<file path="src/lam_pkg.sv">
// Contract
// - Out-of-limit channel sets its status bit
// - Status bit sticky until cleared-condition read
// - Alert low while unmasked flag pending
// - Mask blocks alert only, status still sets
// - First mask bit 7 enables second-mask masking
// - First mask bits 6..4 mask temperature channels
// - First mask bits 3..0 mask voltage channels
// - Second mask bits 7,6 mask diode faults
// - Second mask bits 5..2 mask fans
// - Second mask bit 1 masks overtemperature
// - Second mask bit 0 masks 12 V
// - Mask registers at 0x74 and 0x75, writable
// - Status one bit 7 summarises status two
// - Status read clears only ended conditions
// - Alert shares pin with PWM two, config-selected
package lam_pkg;

    // ==========================================
    // Register map
    localparam logic [7:0] LAM_ADDR_STATUS_ONE = 8'h41;
    localparam logic [7:0] LAM_ADDR_STATUS_TWO = 8'h42;
    localparam logic [7:0] LAM_ADDR_MASK_ONE = 8'h74;
    localparam logic [7:0] LAM_ADDR_MASK_TWO = 8'h75;
    localparam logic [7:0] LAM_ADDR_CONFIG_THREE = 8'h78;

    // ==========================================
    // Reset values
    localparam logic [7:0] LAM_RST_MASK = 8'h00;
    localparam logic [7:0] LAM_RST_CONFIG = 8'h00;
    localparam logic [7:0] LAM_RST_STATUS = 8'h00;
    localparam logic [7:0] LAM_RDATA_UNMAPPED = 8'h00;

    // ==========================================
    // Field positions
    localparam int LAM_BIT_SUMMARY = 7;
    localparam int LAM_BIT_REMOTE_TWO_TEMP = 6;
    localparam int LAM_BIT_LOCAL_TEMP = 5;
    localparam int LAM_BIT_REMOTE_ONE_TEMP = 4;
    localparam int LAM_BIT_FIVE_VOLT = 3;
    localparam int LAM_BIT_SUPPLY = 2;
    localparam int LAM_BIT_CORE = 1;
    localparam int LAM_BIT_TWO_HALF_VOLT = 0;
    localparam int LAM_BIT_REMOTE_TWO_DIODE = 7;
    localparam int LAM_BIT_REMOTE_ONE_DIODE = 6;
    localparam int LAM_BIT_FAN_FOUR = 5;
    localparam int LAM_BIT_FAN_THREE = 4;
    localparam int LAM_BIT_FAN_TWO = 3;
    localparam int LAM_BIT_FAN_ONE = 2;
    localparam int LAM_BIT_OVERTEMP = 1;
    localparam int LAM_BIT_TWELVE_VOLT = 0;
    localparam int LAM_BIT_ALERT_SELECT = 0;

    // ==========================================
    // Carriers
    typedef struct packed {
        logic       wr;
        logic       rd;
        logic [7:0] addr;
        logic [7:0] wdata;
    } lam_reg_req_t;

    typedef struct packed {
        logic [6:0] one;
        logic [7:0] two;
    } lam_ool_t;

    typedef struct packed {
        logic [6:0] status_one;
        logic [7:0] status_two;
        logic [7:0] mask_one;
        logic [7:0] mask_two;
        logic [7:0] config_three;
        logic [7:0] rdata;
        logic       pin_o;
        logic       pin_oe;
    } lam_state_t;

endpackage

</file>
<file path="src/lam_alert.sv">
module lam_alert
(
    input wire logic i_clk_sys,
    input wire logic i_arst_n,
    input wire lam_pkg::lam_reg_req_t i_req,
    input wire lam_pkg::lam_ool_t i_ool,
    input wire logic i_pwm_channel_two,
    output logic [7:0] o_rdata,
    output logic o_pin_o,
    output logic o_pin_oe
);
    import lam_pkg::*;

    lam_state_t q;
    lam_state_t d;
    logic rd_one;
    logic rd_two;
    logic [7:0] eff_mask_two;
    logic [6:0] pend_one;
    logic [7:0] pend_two;
    logic alert_active;
    logic alert_mode;

    // ==========================================
    // Decode and alert gating
    assign rd_one = i_req.rd && (i_req.addr == LAM_ADDR_STATUS_ONE);
    assign rd_two = i_req.rd && (i_req.addr == LAM_ADDR_STATUS_TWO);
    // Second mask counts only when enabled by the first mask
    assign eff_mask_two = q.mask_two & {8{q.mask_one[LAM_BIT_SUMMARY]}};
    // Temperature and voltage gating, bit for bit
    assign pend_one = q.status_one & ~q.mask_one[6:0];
    // Diode, fan, overtemperature and 12 V gating
    assign pend_two = q.status_two & ~eff_mask_two;
    assign alert_active = (|pend_one) || (|pend_two);
    assign alert_mode = q.config_three[LAM_BIT_ALERT_SELECT];

    // ==========================================
    // Next state
    always_comb
    begin
        d = q;
        // Set wins over read clear
        d.status_one = i_ool.one | (q.status_one & ~{7{rd_one}});
        d.status_two = i_ool.two | (q.status_two & ~{8{rd_two}});
        if (i_req.wr)
        begin
            case (i_req.addr)
                LAM_ADDR_MASK_ONE: d.mask_one = i_req.wdata;
                LAM_ADDR_MASK_TWO: d.mask_two = i_req.wdata;
                LAM_ADDR_CONFIG_THREE: d.config_three = i_req.wdata;
                default: d.config_three = q.config_three;
            endcase
        end
        if (i_req.rd)
        begin
            case (i_req.addr)
                LAM_ADDR_STATUS_ONE: d.rdata = {(|q.status_two), q.status_one};
                LAM_ADDR_STATUS_TWO: d.rdata = q.status_two;
                LAM_ADDR_MASK_ONE: d.rdata = q.mask_one;
                LAM_ADDR_MASK_TWO: d.rdata = q.mask_two;
                LAM_ADDR_CONFIG_THREE: d.rdata = q.config_three;
                default: d.rdata = LAM_RDATA_UNMAPPED;
            endcase
        end
        // Shared pin: alert pulls low only, PWM drives both levels
        if (q.config_three[LAM_BIT_ALERT_SELECT])
        begin
            d.pin_o = 1'b0;
            d.pin_oe = alert_active;
        end
        else
        begin
            d.pin_o = i_pwm_channel_two;
            d.pin_oe = 1'b1;
        end
    end

    // ==========================================
    // State register
    always_ff @(posedge i_clk_sys or negedge i_arst_n)
    begin
        if (!i_arst_n)
        begin
            q.status_one <= LAM_RST_STATUS[6:0];
            q.status_two <= LAM_RST_STATUS;
            q.mask_one <= LAM_RST_MASK;
            q.mask_two <= LAM_RST_MASK;
            q.config_three <= LAM_RST_CONFIG;
            q.rdata <= LAM_RDATA_UNMAPPED;
            q.pin_o <= 1'b0;
            q.pin_oe <= 1'b0;
        end
        else
        begin
            q <= d;
        end
    end

    assign o_rdata = q.rdata;
    assign o_pin_o = q.pin_o;
    assign o_pin_oe = q.pin_oe;
endmodule

</file>
<file path="config.mk">
export PLATFORM = sky130hd
export DESIGN_NAME = lam_alert
export DESIGN_NICKNAME = d
export VERILOG_FILES = /design/src/lam_pkg.sv /design/src/lam_alert.sv
export SDC_FILE = /design/constraint.sdc
export NUM_CORES = 1
export LEC_CHECK = 0
export ABC_AREA = 1
export BUFFER_PORTS_ARGS = -buffer_cell sky130_fd_sc_hd__buf_2
export CAP_MARGIN = 20
export CORE_MARGIN = 10
export CORE_UTILIZATION = 50
export DETAILED_ROUTE_END_ITERATION = 10
export GPL_ROUTABILITY_DRIVEN = 0
export PLACE_DENSITY = 0.72
export SLEW_MARGIN = 20
export SYNTH_ARGS = -nofsm -noshare
export SYNTH_HDL_FRONTEND = slang
export SYNTH_SLANG_ARGS = --single-unit
</file>
<file path="constraint.sdc">
create_clock -name i_clk_sys -period 2.6 [get_ports i_clk_sys]
set_clock_uncertainty 0.1 [all_clocks]
set_input_delay 0.13 -clock i_clk_sys [delete_from_list [all_inputs] [get_ports i_clk_sys]]
set_output_delay 0.13 -clock i_clk_sys [all_outputs]
set_load 0.01 [all_outputs]
</file>
==> results of run 1 <==
==> report_power, final <==
group | switching, uW | internal [uW]
logic | 116 | 88.6
registers | 21.7 | 794
clock network | 252 | 187
total | 390 | 1070
==> per-layer routing <==
metal | GRT usage (%) | wire length (microns) | share of wire, % | vias up
li1 | - | - | - | 1147
met1 | 20.43 | 2920 | 45 | 1073
met2 | 26.22 | 3084 | 48 | 50
met3 | 4.077 | 412 | 6.4 | 8
met4 | 5.398 | 63 | 0.97 | 0
met5 | 0 | 0 | 0 | -
==> how the worst min path moves through the flow <==
stage / start / cells after the start / end / slack, ps
finish: i_req[16] / 3 / o_rdata[0] / 110
detailed placement: i_ool[2] / 2 / q[36] / 230
CTS: i_req[16] / 3 / o_rdata[0] / 110
floorplan: i_arst_n / 0 / alert_mode / -270
global placement: i_ool[2] / 2 / q[36] / 220
global route: i_req[16] / 3 / o_rdata[0] / 140
==> metrics by stage <==
step                util (%)  area, sq um
floorplan                  -         2693
global placement       56.00         2897
detailed placement     56.00         2897
CTS                    62.43         3229
global route           62.48         3232
finish                 62.48         3232
==> cell type report <==
class,instances,area [sq um]
timing repair buffer,70,478.0
clock buffer,6,72.57
sequential,49,1226
fill,465,1941
inverter,44,165.2
clock inverter,2,10.01
tap,70,87.58
multi-input combinational,216,1192
==> sequential cells by signal, summed over array words and instances (netlist names) <==
| register | flops |
|---|---|
| alert_mode | 1 |
| o_pin_o | 1 |
| o_pin_oe | 1 |
| o_rdata | 8 |
| q | 38 |
==> worst min-delay path, cell delays in order <==
cell and delay, ps:
buf_2 180, nor2_1 130, a21oi_1 50
==> cells by family (layout without fill, tap and decap cells) <==
kind of cell | count (synthesis) | in the layout | share of synthesized area, %
DFF | 49 | 49 | 45.54
buffers and inverters | 57 | 122 | 10.18
AOI/OAI and AO/OA | 65 | 65 | 14.17
and+or+nand+nor | 151 | 151 | 30.11
==> synth_stat cells, drive strengths merged <==
| library cell | count |
|---|---|
| or2 | 1 |
| clkbuf | 2 |
| buf | 11 |
| nand4 | 2 |
| nor2 | 40 |
| o21bai | 15 |
| dfrtp | 49 |
| o22ai | 3 |
| nand3 | 33 |
| o21ai | 39 |
| a21oi | 8 |
| inv | 44 |
| nand2 | 75 |
==> results.md, run 1 <==
* Yosys top cell by area: dfrtp_1
* Least-Margin Pin Slew at 606.5 ps
* Die area at 8721 sq um
* WP data arrival at 1330 ps
* First-pass DRT Iterations at 4
* CP startpoint: q[41]
* Period utilization at 47.15%
* Hold Slack at 110.5 ps
* Max Transition Viols Final at 0
* Post-route insts no fill at 457
* Crit path cell chain: nor2_1 > nand2_1 > nor2_1 > nor2_1 > nor2_1 > nand3_1 > nand2_1 > inv_1
* Path length in cells of the critical path at 8
* Worst skew pair latency at 310 ps
* Final worst setup slack at 1374 ps
* Buffers and inverters on the worst path at 1
* Final min period at 1226 ps
* Most used cell, CP: nor2_1
* Worst reg2reg startpoint: q[41]
* Drt drc at 0
* Pre-CTS WS at 1194 ps
* Post-DP HPWL at 4828 microns
* Max-slew headroom at 59.56%
* CP Class: register to register
* Worst setup SP type: register
* Total Routing Usage GR at 16.16%
* Clock sinks at 49
* Maxcap violations at 0
* Placed instance count at 424
* Setup Viol. Count Final at 0
* Reg-to-reg slack, setup at 1370 ps
* Vias in the first global route at 2,426
* H-tree depth at 2
* Hold crit path type: input pin to register
* Commonest non-fill, non-tap cell in the layout: nand2_1
* R2R Path End: o_rdata[7]
* Synth Instances at 322
* #FFs+latches synth at 49
* Setup crit end: o_rdata[7]
* Post_cts resized at 0
* Final Hold Viols at 0
* Core Area at 5172 sq um
* Max VDD drop at 0.0002967 V
* Register-to-Register Path Depth at 8
* Yosys cell types at 24
* CTS max path bufs at 2
* Most frequent cells in the layout: nand2_1, dfrtp_1, buf_2
* Max incr delay on CP at 430 ps
* Routed vias/inst at 4.985
* Static Leakage at 0.001841 uW
* Power density cells at 451.3 nW/um^2
* Initial Util at 52.06%
* WP data required at 2710 ps
* # hold bufs at CTS at 25
* Power Total at 1459 uW
* Register area share after synthesis at 45.54%
* # rows at 26
* Max FO, Critical Path at 4
* CP top delay family: simple AND/OR/NAND/NOR gates
* CTS tree: yes
* Total CTS buffers at 5
* Setup tns final at 0 ps
* Worst setup EP type: register
* Layout cell share with drive strength beyond 1 at 23.26%
* Wire per inst at 14.18 microns
* Synth area leaders: dfrtp_1, nand2_1, o21ai_0, nand3_1, inv_1
* CP max-delay cell: dfrtp_1
* Chip Height at 93.39 microns
* Syn avg cell area at 8.362 sq um
* Ant diodes at 0
* Reg clk slew, reported paths at 90 ps
* DR vias at 2,278
* Layout net count at 422
* Status: completed
* Unrepaired setup endpoints after global routing: no
* Port bufs at 45
* Synth top area share at 45.54%
* # Post-CTS Setup Buffers at 0
* Synthesis-to-layout area growth at 20.03%
* First-pass GRT wire length at 11,430 microns
* Initial DRC Count at 180
* I/O Pins at 46
* Post-Syn Nets at 358
* Congestion Overflow GR at 0
* Fmax at 0.8157 GHz
* Antenna violations before repair at 0
* Largest net degree at the start of global routing at 50
* Post-synthesis cell area at 2693 sq um
* Routed WL at 6480 microns
* Yosys warns at 0
* Post-route ant nets at 0
* Die Wd at 93.39 microns
* Clock root cell: clkbuf_8
(Power assumes the default switching activity.)
==> run 2, diff against run 1 <==
==> constraint.sdc (replaced) <==
create_clock -name i_clk_sys -period 1.18 [get_ports i_clk_sys]
set_clock_uncertainty 0.1 [all_clocks]
set_input_delay 0.059 -clock i_clk_sys [delete_from_list [all_inputs] [get_ports i_clk_sys]]
set_output_delay 0.059 -clock i_clk_sys [all_outputs]
set_load 0.01 [all_outputs]
==> run 2 against run 1 <==
Effect of this change:
- the flow now finishes with violations (negative setup slack)
- routed wire length increased by 7.0%
- critical endpoint unchanged
- critical path type unchanged
- first-iteration DRC count fell by 32%
- combinational power grew 140%
- via count rose by 5.7%
- sequential cell count is the same
- design area increased by 7.7%
- setup slack worse by 1400 ps
- non-clock buffer count rose by 26
- count of clock-buffer cells in the layout down 1
- core utilization grew 4.8 points
- register-to-register slack got worse by 1400 ps
==> results.md, run 2 (synthesis gave the netlist of run 1 again) <==
* CP max-delay cell: dfrtp_1 (unchanged)
* Max incr delay on CP at 400 ps (was 430 ps)
* Max FO, Critical Path at 3 (was 4)
* Congestion Overflow GR at 0 (unchanged)
* Max VDD drop at 0.0009684 V (was 0.0002967 V)
* Total Routing Usage GR at 16.81% (was 16.16%)
* Largest net degree at the start of global routing at 50 (unchanged)
* Post-DP HPWL at 5138 microns (was 4828 microns)
* Vias in the first global route at 2,455 (was 2,426)
* Wire per inst at 14.38 microns (was 14.18 microns)
* First-pass GRT wire length at 11,760 microns (was 11,430 microns)
* Antenna violations before repair at 0 (unchanged)
* Pre-CTS WS at -57.28 ps (was 1194 ps)
* Layout cell share with drive strength beyond 1 at 30.58% (was 23.26%)
* Drt drc at 0 (unchanged)
* Post-route ant nets at 0 (unchanged)
* Max Transition Viols Final at 0 (unchanged)
* Maxcap violations at 0 (unchanged)
* Synthesis-to-layout area growth at 29.23% (was 20.03%)
* Worst skew pair latency at 300 ps (was 310 ps)
* Clock sinks at 49 (unchanged)
* Clock root cell: clkbuf_8 (unchanged)
* Routed vias/inst at 4.996 (was 4.985)
* Max-slew headroom at 79.17% (was 59.56%)
* Setup Viol. Count Final at 1 (was 0)
* I/O Pins at 46 (unchanged)
* WP data required at 1280 ps (was 2710 ps)
* Fmax at 0.8163 GHz (was 0.8157 GHz)
* H-tree depth at 2 (unchanged)
* Layout net count at 448 (was 422)
* Largest Register: q (unchanged)
* Routed WL at 6933 microns (was 6480 microns)
* Hold crit path type: input pin to register (unchanged)
* Core Area at 5172 sq um (unchanged)
* Hold Crit Start: i_req[16] (unchanged)
* Dpl cell area at 3064 sq um (was 2897 sq um)
* Most frequent cells in the layout: nand2_1, dfrtp_1, buf_2 (unchanged)
* Hold Slack at 60.52 ps (was 110.5 ps)
* Unrepaired setup endpoints after global routing: yes (was no)
* Static Leakage at 0.001964 uW (was 0.001841 uW)
* Commonest non-fill, non-tap cell in the layout: nand2_1 (unchanged)
* Worst setup EP type: register (unchanged)
* Setup tns final at -45.01 ps (was 0 ps)
* # rows at 26 (unchanged)
* Final worst setup slack at -45.01 ps (was 1374 ps)
* Crit path cell chain: nor2_1 > nand2_1 > nor2_1 > nor2_1 > nor2_1 > nand3_1 > nand2_1 > inv_1 (unchanged)
* Number of fill cells at 434 (was 465)
* Status: finished, violations left (was completed)
* Failing checks: negative setup slack
* CP Class: register to register (unchanged)
* Power Total at 3446 uW (was 1459 uW)
* Final Hold Viols at 0 (unchanged)
* Reg clk slew, reported paths at 80 ps (was 90 ps)
* Finished Cell Area at 3480 sq um (was 3232 sq um)
* Chip Height at 93.39 microns (unchanged)
* CTS max path bufs at 2 (unchanged)
* Worst setup SP type: register (unchanged)
* Least-Margin Pin Slew at 311.9 ps (was 606.5 ps)
* Register-to-Register Path Depth at 8 (unchanged)
* First-pass DRT Iterations at 5 (was 4)
* WP data arrival at 1330 ps (about the same)
* Ant diodes at 0 (unchanged)
* Most used cell, CP: nor2_1 (unchanged)
* Max reg flops at 38 (unchanged)
* Reg-to-reg slack, setup at -50 ps (was 1370 ps)
* CTS tree: yes (unchanged)
* Port bufs at 45 (unchanged)
* Die Wd at 93.39 microns (unchanged)
* Hold Path Depth at 3 (unchanged)
* Initial DRC Count at 123 (was 180)
* R2R Path End: o_rdata[7] (unchanged)
* DR vias at 2,408 (was 2,278)
* Worst Hold End: o_rdata[4] (was o_rdata[0])
* Power density cells at 990.4 nW/um^2 (was 451.3 nW/um^2)
* Period utilization at 103.8% (was 47.15%)
* Total CTS buffers at 5 (unchanged)
* Initial Util at 52.06% (unchanged)
* Die area at 8721 sq um (unchanged)
* Worst reg2reg startpoint: q[41] (unchanged)
* Final min period at 1225 ps (was 1226 ps)
[run 2: where the power goes]
group          switching [uW]  internal [uW]
logic                     267            224
clock network             543            616
registers                46.9           1750
[run 2: layer usage]
metal / vias up / track usage (%) / part of all wire [%]
li1: 1205 / - / -
met1: 1126 / 20.83 / 44
met2: 69 / 28.02 / 49
met3: 8 / 5.276 / 6.3
met4: 0 / 3.470 / 0.85
met5: - / 0 / 0
[run 2: area by class of cell]
cell class	count	area, sq um	area share (%)
clock buffers	5	68.82	1.978
repair buffers	96	695.7	19.99
flip-flops and latches	49	1227	35.28
clock inverters	2	35.03	1.007
well taps	70	87.58	2.517
inverters	44	165.2	4.746
multi-input cells	216	1200	34.48
[run 2: worst max-delay path by stage]
stage	to	cells past startpoint	start
2_1_floorplan	o_rdata[7]	8	q[40]
3_3_place_gp	o_rdata[7]	8	q[41]
3_5_place_dp	q[17]	7	i_req[8]
4_1_cts	o_rdata[7]	8	q[36]
5_1_grt	o_rdata[7]	8	q[35]
6_report	o_rdata[7]	8	q[41]
[run 2: worst max-delay path: cells and delay by family (launching register included)]
kind / cells / cell delay, ps
AND/OR/NAND/NOR: 7 / 600
flip-flops: 1 / 400
buffers and inverters: 1 / 40
[run 2: metrics by stage]
stage | std cells | util (%)
6_report | 482 | 67.27
5_1_grt | 482 | 67.27
4_1_cts | 478 | 66.52
3_5_place_dp | 443 | 59.24
3_3_place_gp | 443 | 59.24
2_1_floorplan | 322 | -
[run 2: timing repair]
item / in CTS / in global routing
gates resized for setup: 0 / 16
endpoints found under the hold margin: 89 / 0
pin swaps: 4 / 5
setup buffers: 3 / 4
setup endpoints to repair: 1 / 5
hold buffers: 25 / 0
